## src/design/triple_buck_defs.svh

```systemverilog
/*
  Constants of the triple buck supervisor: register offsets, field
  positions, reset values and timing counts.
  Assumes a 50 MHz core clock and a 32-bit Avalon-MM register port.
*/
// Notes on behaviour
// - Host enables each converter, sets converter two code, reads status.
// - Voltage code is 7 bits, 0.68 V upward in 10 mV steps.
// - New voltage code takes effect only after the commit bit is written.
// - Both bus lines low at start means standalone, bus writes ignored.
// - Standalone converters follow only their own enable pin.
// - Continuous conduction by default; host may enable pulse skipping.
// - Switching clock 200 kHz to 2.3 MHz; locks to sync falling edge.
// - Converter one clock is 180 degrees from converters two and three.
// - Low bootstrap pulls switch node low; full duty allowed otherwise.
// - Power good high only if all converters regulate and sequence done.
// - Host reads the power-good comparator results.
// - Overvoltage keeps high side off until feedback below 105 percent.
// - Overcurrent over 256 cycles shuts down; restart after 8192 cycles.
// - Thermal shutdown stops all; restart after 20 C drop.
// - Power good rise deglitched for 616 switching cycles.
`ifndef TRIPLE_BUCK_DEFS_SVH
`define TRIPLE_BUCK_DEFS_SVH

// ****************************************************************
// Register offsets (byte addresses)
// ****************************************************************
`define REG_CTRL      8'h00
`define REG_VCODE     8'h04
`define REG_STATUS    8'h08
`define REG_IRQ_STAT  8'h0c
`define REG_IRQ_MASK  8'h10

// ****************************************************************
// Field positions and reset values
// ****************************************************************
`define CTRL_EN_LSB     0
`define CTRL_PS_LSB     4
`define CTRL_COMMIT     8
`define CTRL_EN_RESET   3'h7
`define VCODE_RESET     7'h00
`define ST_PGCMP_LSB    0
`define ST_PG           3
`define ST_STANDALONE   4
`define ST_THERMAL      5
`define ST_RUN_LSB      8
`define ST_CODE_LSB     16
`define IRQ_OC_LSB      0
`define IRQ_THERMAL     3
`define IRQ_PG_RISE     4
`define IRQ_PG_FALL     5
`define IRQ_COMMIT      6
`define IRQ_WIDTH       7
`define IRQ_RESET       7'h00

// ****************************************************************
// Voltage code mapping and timing counts
// ****************************************************************
`define VCODE_BASE_MV   680
`define VCODE_STEP_MV   10
`define CORE_CLK_KHZ    50000
`define SW_MIN_KHZ      200
`define SW_MAX_KHZ      2300
`define SW_PERIOD_MAX   (`CORE_CLK_KHZ / `SW_MIN_KHZ)
`define SW_PERIOD_MIN   ((`CORE_CLK_KHZ + `SW_MAX_KHZ - 1) / `SW_MAX_KHZ)
`define SYNC_LOSS_CYCLES (2 * `SW_PERIOD_MAX)
`define OC_WAIT_CYCLES  256
`define HICCUP_CYCLES   8192
`define PG_DEGLITCH_CYCLES 616

`endif

```

## src/design/triple_buck_pkg.sv

```systemverilog
/*
  Types shared by the triple buck supervisor modules.
  Assumes nothing of its surroundings.
*/
package triple_buck_pkg;

  // Overcurrent supervisor states, one-hot
  typedef enum logic [1:0] {
    FS_WATCH  = 2'b01,
    FS_HICCUP = 2'b10
  } fault_state_type;

endpackage

```

## src/design/fault_timer.sv

```systemverilog
/*
  Overcurrent wait and hiccup timer for one converter.
  Assumes sw_tick is a one-cycle pulse per switching cycle.
*/
`timescale 1ns/10ps
`default_nettype none
`include "triple_buck_defs.svh"

module fault_timer
  import triple_buck_pkg::*;
#(
  parameter int HICCUP_CYCLES = `HICCUP_CYCLES
) (
  input  wire logic core_clk,
  input  wire logic reset_n,
  input  wire logic enable,
  input  wire logic overcurrent,
  input  wire logic sw_tick,
  output var  logic converter_off,
  output var  logic shutdown_pulse
);

  localparam logic [8:0]  OC_LAST = 9'(`OC_WAIT_CYCLES);
  localparam logic [12:0] HC_LAST = 13'(HICCUP_CYCLES - 1);

  fault_state_type state;
  logic [8:0]      wait_cnt;
  logic [12:0]     hiccup_cnt;

  // ****************************************************************
  // Wait and hiccup sequencing
  // ****************************************************************
  always_ff @(posedge core_clk or negedge reset_n) begin
    if (!reset_n) begin
      state          <= FS_WATCH;
      wait_cnt       <= 9'h000;
      hiccup_cnt     <= 13'h0000;
      shutdown_pulse <= 1'b0;
    end else begin
      shutdown_pulse <= 1'b0;
      if (!enable) begin
        state      <= FS_WATCH;
        wait_cnt   <= 9'h000;
        hiccup_cnt <= 13'h0000;
      end else begin
        case (state)
          FS_WATCH: begin
            if (!overcurrent) begin
              wait_cnt <= 9'h000;
            end else if (sw_tick) begin
              if (wait_cnt == OC_LAST) begin
                state          <= FS_HICCUP;
                wait_cnt       <= 9'h000;
                hiccup_cnt     <= 13'h0000;
                shutdown_pulse <= 1'b1;
              end else begin
                wait_cnt <= wait_cnt + 9'h001;
              end
            end
          end
          FS_HICCUP: begin
            if (sw_tick) begin
              if (hiccup_cnt == HC_LAST) begin
                state <= FS_WATCH;
              end else begin
                hiccup_cnt <= hiccup_cnt + 13'h0001;
              end
            end
          end
          default: begin
            state <= FS_WATCH;
          end
        endcase
      end
    end
  end

  // Converter held off during hiccup
  assign converter_off = (state == FS_HICCUP);

endmodule
`default_nettype wire

```

## src/design/triple_buck_supervisor.sv

```systemverilog
/*
  Digital supervisor of a triple step-down converter: register port,
  enables, voltage code commit, switching phase clocks, fault handling
  and power good.
  Assumes all pin inputs synchronous to core_clk (50 MHz) and an
  Avalon-MM master on the register port.
*/
`timescale 1ns/10ps
`default_nettype none
`include "triple_buck_defs.svh"

module triple_buck_supervisor
  import triple_buck_pkg::*;
#(
  parameter int HICCUP_CYCLES = `HICCUP_CYCLES
) (
  input  wire logic        core_clk,
  input  wire logic        reset_n,
  input  wire logic [7:0]  avs_address,
  input  wire logic        avs_read,
  input  wire logic        avs_write,
  input  wire logic [31:0] avs_writedata,
  input  wire logic [3:0]  avs_byteenable,
  output var  logic [31:0] avs_readdata,
  output var  logic        avs_waitrequest,
  output var  logic        irq,
  input  wire logic        scl_in,
  input  wire logic        sda_in,
  input  wire logic [2:0]  converter_enable_pin,
  input  wire logic [7:0]  frequency_set_pin,
  input  wire logic        sync_in,
  input  wire logic [2:0]  overcurrent,
  input  wire logic [2:0]  fb_over_105,
  input  wire logic [2:0]  bootstrap_low,
  input  wire logic [2:0]  pg_compare,
  input  wire logic [2:0]  soft_start_done,
  input  wire logic        thermal_trip,
  input  wire logic        thermal_cleared,
  output var  logic [2:0]  converter_run,
  output var  logic [2:0]  high_side_allow,
  output var  logic [2:0]  switch_node_pulldown,
  output var  logic [2:0]  pulse_skip_setting,
  output var  logic [2:0]  continuous_conduction_setting,
  output var  logic        phase1_clk,
  output var  logic        phase23_clk,
  output var  logic        sw_tick,
  output var  logic [6:0]  voltage_code,
  output var  logic [10:0] target_mv,
  output var  logic        internal_divider,
  output var  logic        power_good_output,
  output var  logic        standalone
);

  // Address match, used by the write and read paths
  function automatic logic hit(input logic [7:0] addr,
                               input logic [7:0] offs);
    hit = (addr == offs);
  endfunction

  // ****************************************************************
  // Declarations
  // ****************************************************************
  logic                  ack;
  logic                  wr_go;
  logic [31:0]           wmask;
  logic [31:0]           wval;
  logic [2:0]            bus_enable;
  logic [2:0]            bus_skip;
  logic [6:0]            pending_code;
  logic [`IRQ_WIDTH-1:0] irq_status;
  logic [`IRQ_WIDTH-1:0] irq_mask;
  logic [`IRQ_WIDTH-1:0] irq_set;
  logic                  commit_evt;
  logic                  strap_taken;
  logic                  thermal_off;
  logic                  thermal_evt;
  logic [2:0]            en_req;
  logic [2:0]            fault_off;
  logic [2:0]            oc_evt;
  logic [7:0]            period_m1;
  logic [7:0]            phase_cnt;
  logic [7:0]            sync_period;
  logic [8:0]            sync_idle;
  logic                  sync_lock;
  logic                  sync_prev;
  logic                  sync_fall;
  logic [7:0]            half_point;
  logic [9:0]            pg_cnt;
  logic                  pg_good;
  logic                  pg_prev;
  logic [31:0]           rd_mux;

  localparam logic [7:0] PMIN = 8'(`SW_PERIOD_MIN);
  localparam logic [7:0] PMAX = 8'(`SW_PERIOD_MAX);
  localparam logic [8:0] SYNC_LOSS = 9'(`SYNC_LOSS_CYCLES);
  localparam logic [9:0] PG_LAST = 10'(`PG_DEGLITCH_CYCLES);

  // ****************************************************************
  // Avalon-MM slave handshake: one wait cycle per access
  // ****************************************************************
  assign avs_waitrequest = (avs_read | avs_write) & ~ack;
  assign wr_go = avs_write & ack & ~standalone;
  assign wmask = {{8{avs_byteenable[3]}}, {8{avs_byteenable[2]}},
                  {8{avs_byteenable[1]}}, {8{avs_byteenable[0]}}};
  assign wval  = avs_writedata & wmask;

  always_ff @(posedge core_clk or negedge reset_n) begin
    if (!reset_n) begin
      ack <= 1'b0;
    end else begin
      ack <= (avs_read | avs_write) & ~ack;
    end
  end

  // ****************************************************************
  // Standalone strap, caught once after reset release
  // ****************************************************************
  always_ff @(posedge core_clk or negedge reset_n) begin
    if (!reset_n) begin
      strap_taken <= 1'b0;
      standalone  <= 1'b0;
    end else if (!strap_taken) begin
      strap_taken <= 1'b1;
      standalone  <= ~scl_in & ~sda_in;
    end
  end

  // ****************************************************************
  // Control and voltage code registers
  // ****************************************************************
  always_ff @(posedge core_clk or negedge reset_n) begin
    if (!reset_n) begin
      bus_enable <= `CTRL_EN_RESET;
      bus_skip   <= 3'h0;
      commit_evt <= 1'b0;
    end else begin
      commit_evt <= 1'b0;
      if (wr_go && hit(avs_address, `REG_CTRL)) begin
        if (avs_byteenable[0]) begin
          bus_enable <= avs_writedata[`CTRL_EN_LSB +: 3];
          bus_skip   <= avs_writedata[`CTRL_PS_LSB +: 3];
        end
        commit_evt <= wval[`CTRL_COMMIT];
      end
    end
  end

  // Pending code only reaches the converter on commit
  always_ff @(posedge core_clk or negedge reset_n) begin
    if (!reset_n) begin
      pending_code     <= `VCODE_RESET;
      voltage_code     <= `VCODE_RESET;
      internal_divider <= 1'b0;
    end else begin
      if (wr_go && hit(avs_address, `REG_VCODE) && avs_byteenable[0]) begin
        pending_code <= avs_writedata[6:0];
      end
      if (commit_evt) begin
        voltage_code     <= pending_code;
        internal_divider <= 1'b1;
      end
    end
  end

  // Linear code to millivolt mapping
  always_ff @(posedge core_clk or negedge reset_n) begin
    if (!reset_n) begin
      target_mv <= 11'h000;
    end else begin
      target_mv <= 11'(`VCODE_BASE_MV) +
                   11'(voltage_code) * 11'(`VCODE_STEP_MV);
    end
  end

  // ****************************************************************
  // Switching clock: resistor period or external sync lock
  // ****************************************************************
  assign sync_fall = sync_prev & ~sync_in;

  // Clamp the resistor period into the legal frequency range
  always_comb begin
    if (frequency_set_pin < PMIN) begin
      period_m1 = PMIN - 8'h01;
    end else if (frequency_set_pin > PMAX) begin
      period_m1 = PMAX - 8'h01;
    end else begin
      period_m1 = frequency_set_pin - 8'h01;
    end
  end

  always_ff @(posedge core_clk or negedge reset_n) begin
    if (!reset_n) begin
      sync_prev   <= 1'b0;
      sync_idle   <= 9'h000;
      sync_lock   <= 1'b0;
      sync_period <= PMAX;
    end else begin
      sync_prev <= sync_in;
      if (sync_fall) begin
        sync_idle   <= 9'h000;
        sync_lock   <= 1'b1;
        sync_period <= phase_cnt + 8'h01;
      end else if (sync_idle == SYNC_LOSS) begin
        sync_lock <= 1'b0;
      end else begin
        sync_idle <= sync_idle + 9'h001;
      end
    end
  end

  // Phase counter restarts on the sync falling edge
  always_ff @(posedge core_clk or negedge reset_n) begin
    if (!reset_n) begin
      phase_cnt <= 8'h00;
    end else if (sync_fall) begin
      phase_cnt <= 8'h00;
    end else if (!sync_lock && phase_cnt >= period_m1) begin
      phase_cnt <= 8'h00;
    end else if (phase_cnt != 8'hff) begin
      phase_cnt <= phase_cnt + 8'h01;
    end
  end

  assign half_point = sync_lock ? (sync_period >> 1)
                                : ((period_m1 + 8'h01) >> 1);

  // Opposite phases for converter one and converters two and three
  always_ff @(posedge core_clk or negedge reset_n) begin
    if (!reset_n) begin
      phase1_clk  <= 1'b0;
      phase23_clk <= 1'b0;
      sw_tick     <= 1'b0;
    end else begin
      phase1_clk  <= (phase_cnt < half_point);
      phase23_clk <= ~(phase_cnt < half_point);
      sw_tick     <= (phase_cnt == 8'h00);
    end
  end

  // ****************************************************************
  // Thermal shutdown with automatic restart
  // ****************************************************************
  always_ff @(posedge core_clk or negedge reset_n) begin
    if (!reset_n) begin
      thermal_off <= 1'b0;
      thermal_evt <= 1'b0;
    end else begin
      thermal_evt <= thermal_trip & ~thermal_off;
      if (thermal_trip) begin
        thermal_off <= 1'b1;
      end else if (thermal_cleared) begin
        thermal_off <= 1'b0;
      end
    end
  end

  // ****************************************************************
  // Per-converter enable, fault timer and switch gating
  // ****************************************************************
  genvar g;
  generate
    for (g = 0; g < 3; g++) begin : conv
      // Standalone follows the pin alone
      assign en_req[g] = strap_taken & converter_enable_pin[g] &
                         (standalone | bus_enable[g]) &
                         ~thermal_off;

      fault_timer #(
        .HICCUP_CYCLES (HICCUP_CYCLES)
      ) u_fault (
        .core_clk       (core_clk),
        .reset_n        (reset_n),
        .enable         (en_req[g]),
        .overcurrent    (overcurrent[g]),
        .sw_tick        (sw_tick),
        .converter_off  (fault_off[g]),
        .shutdown_pulse (oc_evt[g])
      );

      always_ff @(posedge core_clk or negedge reset_n) begin
        if (!reset_n) begin
          converter_run[g]        <= 1'b0;
          high_side_allow[g]      <= 1'b0;
          switch_node_pulldown[g] <= 1'b0;
        end else begin
          converter_run[g] <= en_req[g] & ~fault_off[g];
          // Overvoltage or low bootstrap blocks the high side
          high_side_allow[g] <= en_req[g] & ~fault_off[g] &
                                ~fb_over_105[g] &
                                ~bootstrap_low[g];
          switch_node_pulldown[g] <= en_req[g] & ~fault_off[g] &
                                     bootstrap_low[g];
        end
      end
    end
  endgenerate

  // Light-load mode, continuous conduction unless host asks
  always_ff @(posedge core_clk or negedge reset_n) begin
    if (!reset_n) begin
      pulse_skip_setting            <= 3'h0;
      continuous_conduction_setting <= 3'h7;
    end else begin
      pulse_skip_setting <= standalone ? 3'h0 : bus_skip;
      continuous_conduction_setting <= standalone ? 3'h7 : ~bus_skip;
    end
  end

  // ****************************************************************
  // Power good with rising-edge deglitch
  // ****************************************************************
  assign pg_good = &(pg_compare & soft_start_done & converter_run);

  always_ff @(posedge core_clk or negedge reset_n) begin
    if (!reset_n) begin
      pg_cnt            <= 10'h000;
      power_good_output <= 1'b0;
      pg_prev           <= 1'b0;
    end else begin
      pg_prev <= power_good_output;
      if (!pg_good) begin
        pg_cnt            <= 10'h000;
        power_good_output <= 1'b0;
      end else if (pg_cnt == PG_LAST) begin
        power_good_output <= 1'b1;
      end else if (sw_tick) begin
        pg_cnt <= pg_cnt + 10'h001;
      end
    end
  end

  // ****************************************************************
  // Interrupt status (write one to clear, set wins) and mask
  // ****************************************************************
  assign irq_set = {commit_evt, pg_prev & ~power_good_output,
                    ~pg_prev & power_good_output, thermal_evt, oc_evt};

  always_ff @(posedge core_clk or negedge reset_n) begin
    if (!reset_n) begin
      irq_status <= `IRQ_RESET;
      irq_mask   <= `IRQ_RESET;
    end else begin
      if (wr_go && hit(avs_address, `REG_IRQ_STAT)) begin
        irq_status <= (irq_status & ~wval[`IRQ_WIDTH-1:0]) | irq_set;
      end else begin
        irq_status <= irq_status | irq_set;
      end
      if (wr_go && hit(avs_address, `REG_IRQ_MASK)) begin
        irq_mask <= wval[`IRQ_WIDTH-1:0];
      end
    end
  end

  assign irq = |(irq_status & irq_mask);

  // ****************************************************************
  // Read path, registered on the edge that ends the wait cycle
  // ****************************************************************
  always_comb begin
    rd_mux = 32'h0000_0000;
    if (hit(avs_address, `REG_CTRL)) begin
      rd_mux[`CTRL_EN_LSB +: 3] = bus_enable;
      rd_mux[`CTRL_PS_LSB +: 3] = bus_skip;
    end else if (hit(avs_address, `REG_VCODE)) begin
      rd_mux[6:0] = pending_code;
    end else if (hit(avs_address, `REG_STATUS)) begin
      rd_mux[`ST_PGCMP_LSB +: 3] = pg_compare;
      rd_mux[`ST_PG]             = power_good_output;
      rd_mux[`ST_STANDALONE]     = standalone;
      rd_mux[`ST_THERMAL]        = thermal_off;
      rd_mux[`ST_RUN_LSB +: 3]   = converter_run;
      rd_mux[`ST_CODE_LSB +: 7]  = voltage_code;
    end else if (hit(avs_address, `REG_IRQ_STAT)) begin
      rd_mux[`IRQ_WIDTH-1:0] = irq_status;
    end else if (hit(avs_address, `REG_IRQ_MASK)) begin
      rd_mux[`IRQ_WIDTH-1:0] = irq_mask;
    end
  end

  always_ff @(posedge core_clk or negedge reset_n) begin
    if (!reset_n) begin
      avs_readdata <= 32'h0000_0000;
    end else if (avs_read && !ack) begin
      avs_readdata <= rd_mux;
    end
  end

endmodule
`default_nettype wire

```

## config.mk

```make
export PLATFORM = sky130hd
export DESIGN_NAME = triple_buck_supervisor
export DESIGN_NICKNAME = d
export VERILOG_FILES = /design/src/design/triple_buck_pkg.sv /design/src/design/fault_timer.sv /design/src/design/triple_buck_supervisor.sv
export VERILOG_INCLUDE_DIRS = /design/src /design/src/design
export SDC_FILE = /design/constraint.sdc
export NUM_CORES = 1
export LEC_CHECK = 0
export BUFFER_PORTS_ARGS = -buffer_cell sky130_fd_sc_hd__buf_2
export CAP_MARGIN = 20
export CORE_ASPECT_RATIO = 1.2
export CORE_MARGIN = 2
export CORE_UTILIZATION = 40
export CTS_CLUSTER_SIZE = 25
export DETAILED_ROUTE_END_ITERATION = 8
export GPL_ROUTABILITY_DRIVEN = 0
export PLACE_DENSITY = 0.58
export SYNTH_ARGS = -nofsm -noshare
export SYNTH_HDL_FRONTEND = slang
export SYNTH_SLANG_ARGS = --single-unit
```

## constraint.sdc

```tcl
create_clock -name core_clk -period 5.6 [get_ports core_clk]
set_input_delay 0.84 -clock core_clk [delete_from_list [all_inputs] [get_ports core_clk]]
set_output_delay 0.84 -clock core_clk [all_outputs]
set_load 0.02 [all_outputs]
```

---- Word level (Yosys, flattened, before mapping) ----
Index checks and enable logic that the tools add are counted.
word-level totals
  register bits ........................... 201
  latch bits .............................. 0
  RAM bits ................................ 0
  memory bits (read-only) ................. 0
  bits of input ports ..................... 79
  output and inout port bits .............. 73
  word-level logic and storage cells ...... 310
  memories kept ........................... 0
operators by class
  add/subtract/negate cells ............... 12
  $mul .................................... 1
  divide/modulo/power cells ............... 0
  magnitude comparators ................... 4
  equality and inequality tests ........... 50
  shift-type cells ........................ 0
  muxes and demuxes ....................... 107
  bitwise operators ....................... 60
  reduce and logical (&&, ||, !) cells .... 27
operator list
  operator                                        count
  two-way mux 13 bit                              18
  two-way mux 9 bit                               17
  one-hot mux 13 bit (2 select lines)             3
  != test 3 bit (second input constant)           24
  two-way mux 7 bit                               8
  two-way mux 8 bit                               5
  adder 13 x 1 -> 13 bit (second input constant)  3
  == test 13 bit (second input constant)          3
  adder 9 x 1 -> 9 bit (second input constant)    4
  == test 9 bit (second input constant)           4
  two-way mux 2 bit                               18
  two-way mux 10 bit                              3
  bitwise AND 1 bit                               29
  two-way mux 1 bit                               24
  two-way mux 3 bit                               7
  inverter 1 bit                                  18
  AND reduction 6 bit                             3
  adder 8 x 1 -> 8 bit (second input constant)    2
  == test 8 x 4 -> 1 bit (second input constant)  2
  zero test 8 bit                                 2
  AND reduction 5 bit                             3
  bitwise AND 7 bit                               2
  bitwise OR 7 bit                                2
  != test 2 bit (second input constant)           6
  29 further kinds                                51

---- Logic depth before layout (Yosys ltp) ----
  depth after elaboration ................. 7
  gate-level depth with buffers ........... 14
  mapped depth without buffers ............ 14

---- Hierarchy ----
A second synthesis with hierarchy kept.
second synthesis, totals
  cell total of the unflattened synthesis .. 1110
  area total of the unflattened synthesis .. 10711.5 um2
modules (own cells, without submodules)
  module                             instances  cells each  area each (um2)
  triple_buck_supervisor             1          622         6364.9
  fault_timer (conv[0].u_fault ...)  2          166         1447.6
  fault_timer (conv[2].u_fault)      1          156         1451.4

---- Worst setup path before layout ----
No wires, ideal clock.
  kind .................................... input to register
  start ................................... in frequency_set_pin[0]
  end ..................................... reg phase_cnt[7]
  data arrival time ....................... 3189 ps
  data required time ...................... 5513 ps
  setup slack ............................. 2324 ps
  cell stages on the path ................. 13
  path buffers ............................ 0
  cell sequence ........................... inv_1 > ha_1 > or3b_2 > nor3_1 > xor2_1 > nand2_1 > ha_1 > a21o_1 > a221oi_1 > nor2_1 > nor2_1 > o21ai_1 > nor3_1
between the ends
  longest elaborated chain between the ends .. 7
  elaborated cells on any way between the ends .. 10
  those cells by class .................... 1 x add/sub; 3 x order compare; 4 x mux; 2 x reduce/logical
ends and longest elaborated chain
  what                                                                        line                                                          text
  start: declaration                                                          triple_buck_supervisor.sv:30                                  input wire logic [7:0] frequency_set_pin,
  subtractor 8 x 1 -> 8 bit or greater-than comparator 8 bit (tied branches)  triple_buck_supervisor.sv:187, triple_buck_supervisor.sv:184
  two-way mux 8 bit                                                           triple_buck_supervisor.sv:184                                 end else if (frequency_set_pin > PMAX) begin
  two-way mux 8 bit (*)                                                       triple_buck_supervisor.sv:182                                 if (frequency_set_pin < PMIN) begin
  >= comparator 8 bit (*)                                                     triple_buck_supervisor.sv:217                                 end else if (!sync_lock && phase_cnt >= period_m1) begin
  logical AND 1 bit (*)                                                       triple_buck_supervisor.sv:217
  two-way mux 8 bit                                                           triple_buck_supervisor.sv:217
  two-way mux 8 bit                                                           triple_buck_supervisor.sv:215                                 end else if (sync_fall) begin
  end signal: assignment                                                      triple_buck_supervisor.sv:220                                 phase_cnt <= phase_cnt + 8'h01;
  end: declaration                                                            triple_buck_supervisor.sv:81                                  logic [7:0] phase_cnt;
Mark *: on every way between the ends. The rest lies on a longest branch, timed or not.
A chain may end at the register's enable or synchronous reset.

---- Worst setup path in the final report ----
Ends and elaborated chain as after synthesis.

==> impl_metrics.env <==
export IMPL_cp_max_fo=8
export IMPL_min_period_over_period=0.597
export IMPL_cts_htree_levels=4
export IMPL_post_cts_buffers=0
export IMPL_clkTransAtPathRegs_ps=70
export IMPL_pin_count=152
export IMPL_cts_sinks=199
export IMPL_worstSetupPathType="input port to flop"
export IMPL_yosysTopAreaCellShare=0.438
export IMPL_cts_tree="done"
export IMPL_antenna_found_initial=1
export IMPL_via_count=8146
export IMPL_fin_nets=1311
export IMPL_cp_required_ps=5960
export IMPL_dp_hpwl_mm=17.3
export IMPL_die_area_sq_um=27600
export IMPL_total_leakage_power_nw=5.55
export IMPL_syn_inst=1076
export IMPL_syn_cell_area_sq_um=10500
export IMPL_slew_viol_final=0
export IMPL_crit_path_end_kind="flop"
export IMPL_setup_viol=0
export IMPL_synth_mux_area_frac=0.0282
export IMPL_finalWirelength_mm=23.8
export IMPL_critPathArrivalTime_ps=3700
export IMPL_yosysTopAreaCell="dfrtp_1"
export IMPL_worstSkewPairLatency_ps=440
export IMPL_finalWorstSetupSlack_ps=2260
export IMPL_pre_cts_slack_ps=1820
export IMPL_grt_util_all_layers=0.177
export IMPL_hold_viol=0
export IMPL_ys_types=78
export IMPL_cts_inserted_buffers=17
export IMPL_final_cells=1531
export IMPL_clk_path_buf_depth=2
export IMPL_n_antenna_cell=0
export IMPL_route_detailed_drc=0
export IMPL_ys_seq_area_frac=0.476
export IMPL_yosys_area_share_simple=0.203
export IMPL_avgSynthCellArea_sq_um=9.77
export IMPL_maxSlewHeadroom=0.365
export IMPL_layout_drive_gt1_share=0.167
export IMPL_skew_ps=12.6
export IMPL_ys_warnings_count=0
export IMPL_initialDrtViolationCount=462
export IMPL_cap_violations=0
export IMPL_syn_to_final_growth_pct=14.0
export IMPL_ys_seq_elements=199
export IMPL_worstHoldPathType="input port to asynchronous set/reset pin"
export IMPL_dp_cells=1498
export IMPL_wl_per_cell_um=15.5
export IMPL_viasPerCell=5.32
export IMPL_synth_main_ff_cell="dfrtp_1"
export IMPL_powerDensity_nw_per_um2=270
export IMPL_cts_root_buf="clkbuf_16"
export IMPL_fmax_ghz=0.299
export IMPL_async_flop_share=1.00
export IMPL_ir_drop_v=0.000206
export IMPL_synth_fa_ha_area_frac=0.0591
export IMPL_fp_dieH_um=182
export IMPL_yosysMostFrequentCell="dfrtp_1"
export IMPL_synthTopCellsByCount="dfrtp_1, nand2_1, nor2_1"
export IMPL_initial_core_util=0.403
export IMPL_drt_pass1_iter_count=7
export IMPL_core_area_sq_um=26100
export IMPL_synth_top_family_by_area="simple AND/OR/NAND/NOR gates"
export IMPL_drtAntennaViolNets=0
export IMPL_fin_crit_ps=3340
export IMPL_grt_start_max_net_pins=88
export IMPL_overflow=0
export IMPL_first_global_vias=8018
export IMPL_synthTopCellsByArea="dfrtp_1, ha_1, nand2_1, dfstp_2, nor2_1"
export IMPL_tns_ps=0
export IMPL_status="finished clean"
export IMPL_hold_buffers=0
export IMPL_cp_start_kind="input port"
export IMPL_grt_pass1_wl_mm=40.4
export IMPL_num_rows=65
export IMPL_port_buffers=109
export IMPL_die_x_um=152
export IMPL_utilization=0.459
export IMPL_grt_setup_unrepaired="no"
export IMPL_tightestPinTransition_ps=953
export IMPL_synth_xor_area_frac=0.0513
export IMPL_synth_edf_count=0
export IMPL_synth_compound_area_frac=0.145
export IMPL_cts_resized=0
==> path summary, 6_finish.rpt <==
| check | slack, ps | from | endpoint | cells past startpoint |
|---|---|---|---|---|
| max | 2260 | frequency_set_pin[0] | phase_cnt[7]$_DFFE_PN0P_ | 14 |
| min | 440 | reset_n | sync_period[2]$_DFFE_PN0P_ | 1 |
| min in group core_clk | 450 | pg_prev$_DFF_PN0_ | irq_status[4]$_DFF_PN0_ | 1 |
| max in group asynchronous | 3880 | reset_n | pg_cnt[8]$_DFFE_PN0P_ | 2 |
| max reg2reg | 2530 | voltage_code[1]$_DFFE_PN0P_ | target_mv[10]$_DFF_PN0_ | 10 |
| min reg2reg | 450 | pg_prev$_DFF_PN0_ | irq_status[4]$_DFF_PN0_ | 1 |
==> worst max-delay path: stages <==
cell and delay, ps:
buf_2 140, inv_1 60, ha_1 200, or3b_2 480
nor3_1 190, xor2_1 260, nand2_1 130, ha_1 320
a21o_1 180, a221oi_1 280, nor2_1 70, nor2_1 110
o21ai_1 230, nor3_1 200
==> sequential cells by signal, indices dropped and copies added (netlist names), 6 cells and up <==
signal                   flops
conv.u_fault.hiccup_cnt     39
conv.u_fault.wait_cnt       27
avs_readdata                17
pg_cnt                      10
target_mv                   10
sync_idle                    9
phase_cnt                    8
irq_mask                     7
irq_status                   7
pending_code                 7
sync_period                  7
voltage_code                 7
conv.u_fault.state           6
==> cell usage in the layout, fill, tap and decap left out, types with 8 or more instances in the layout <==
master and count:
ha_1 48, and3_1 22, nor4_1 11, o21ai_0 73, nand2b_1 8, xnor2_1 22, dfrtp_1 184, nand4_1 24
dfstp_2 15, clkbuf_16 17, inv_1 45, nor2b_1 9, a22o_1 11, a31oi_1 16, nor3_1 18, buf_2 108
conb_1 17, xor2_1 37, mux2_2 21, nor2_1 99, a21oi_1 41, a21o_1 17, nand3_1 43, o31ai_1 13
nand2_1 116, or3_1 12
==> logic make-up (layout without fill, tap and decap cells) <==
kind of cell | count (synthesis) | count (layout)
XOR/XNOR | 60 | 60
adder cells (fa/ha/maj) | 49 | 49
multiplexers | 27 | 27
flip-flops | 199 | 199
AO/OA/AOI/OAI | 235 | 235
buffers and inverters | 86 | 191
AND/OR/NAND/NOR | 418 | 418
other | 2 | 17
==> stage by stage <==
stage	area (sq um)	power, mW	hold slack [ps]
floorplan	10600	1.82	404
global placement	11300	1.95	426
detailed placement	11300	1.96	432
CTS	12000	3.29	447
global route	12000	3.40	466
finish	12000	3.24	445
==> routing by layer <==
metal	global-route usage	wire length (um)	vias to the layer above
met5	0	0	-
met4	0.0508	369	0
met3	0.0346	767	22
met2	0.304	11600	142
met1	0.230	11000	3926
li1	-	-	4056
==> power by group <==
group	internal [mW]	switching (mW)
clock	0.729	0.582
combinational	0.144	0.219
sequential	1.49	0.0698
total	2.37	0.871
==> area by class of cell <==
| class | count | area, sq um |
|---|---|---|
| Clock inverter | 14 | 186 |
| Sequential cell | 199 | 5000 |
| Multi-Input combinational cell | 806 | 5170 |
| Inverter | 45 | 169 |
| Timing Repair Buffer | 114 | 592 |
| Tap cell | 335 | 419 |
| Clock buffer | 18 | 439 |
| Fill cell | 2520 | 14100 |
No activity file was read; power rests on OpenSTA's default activity.
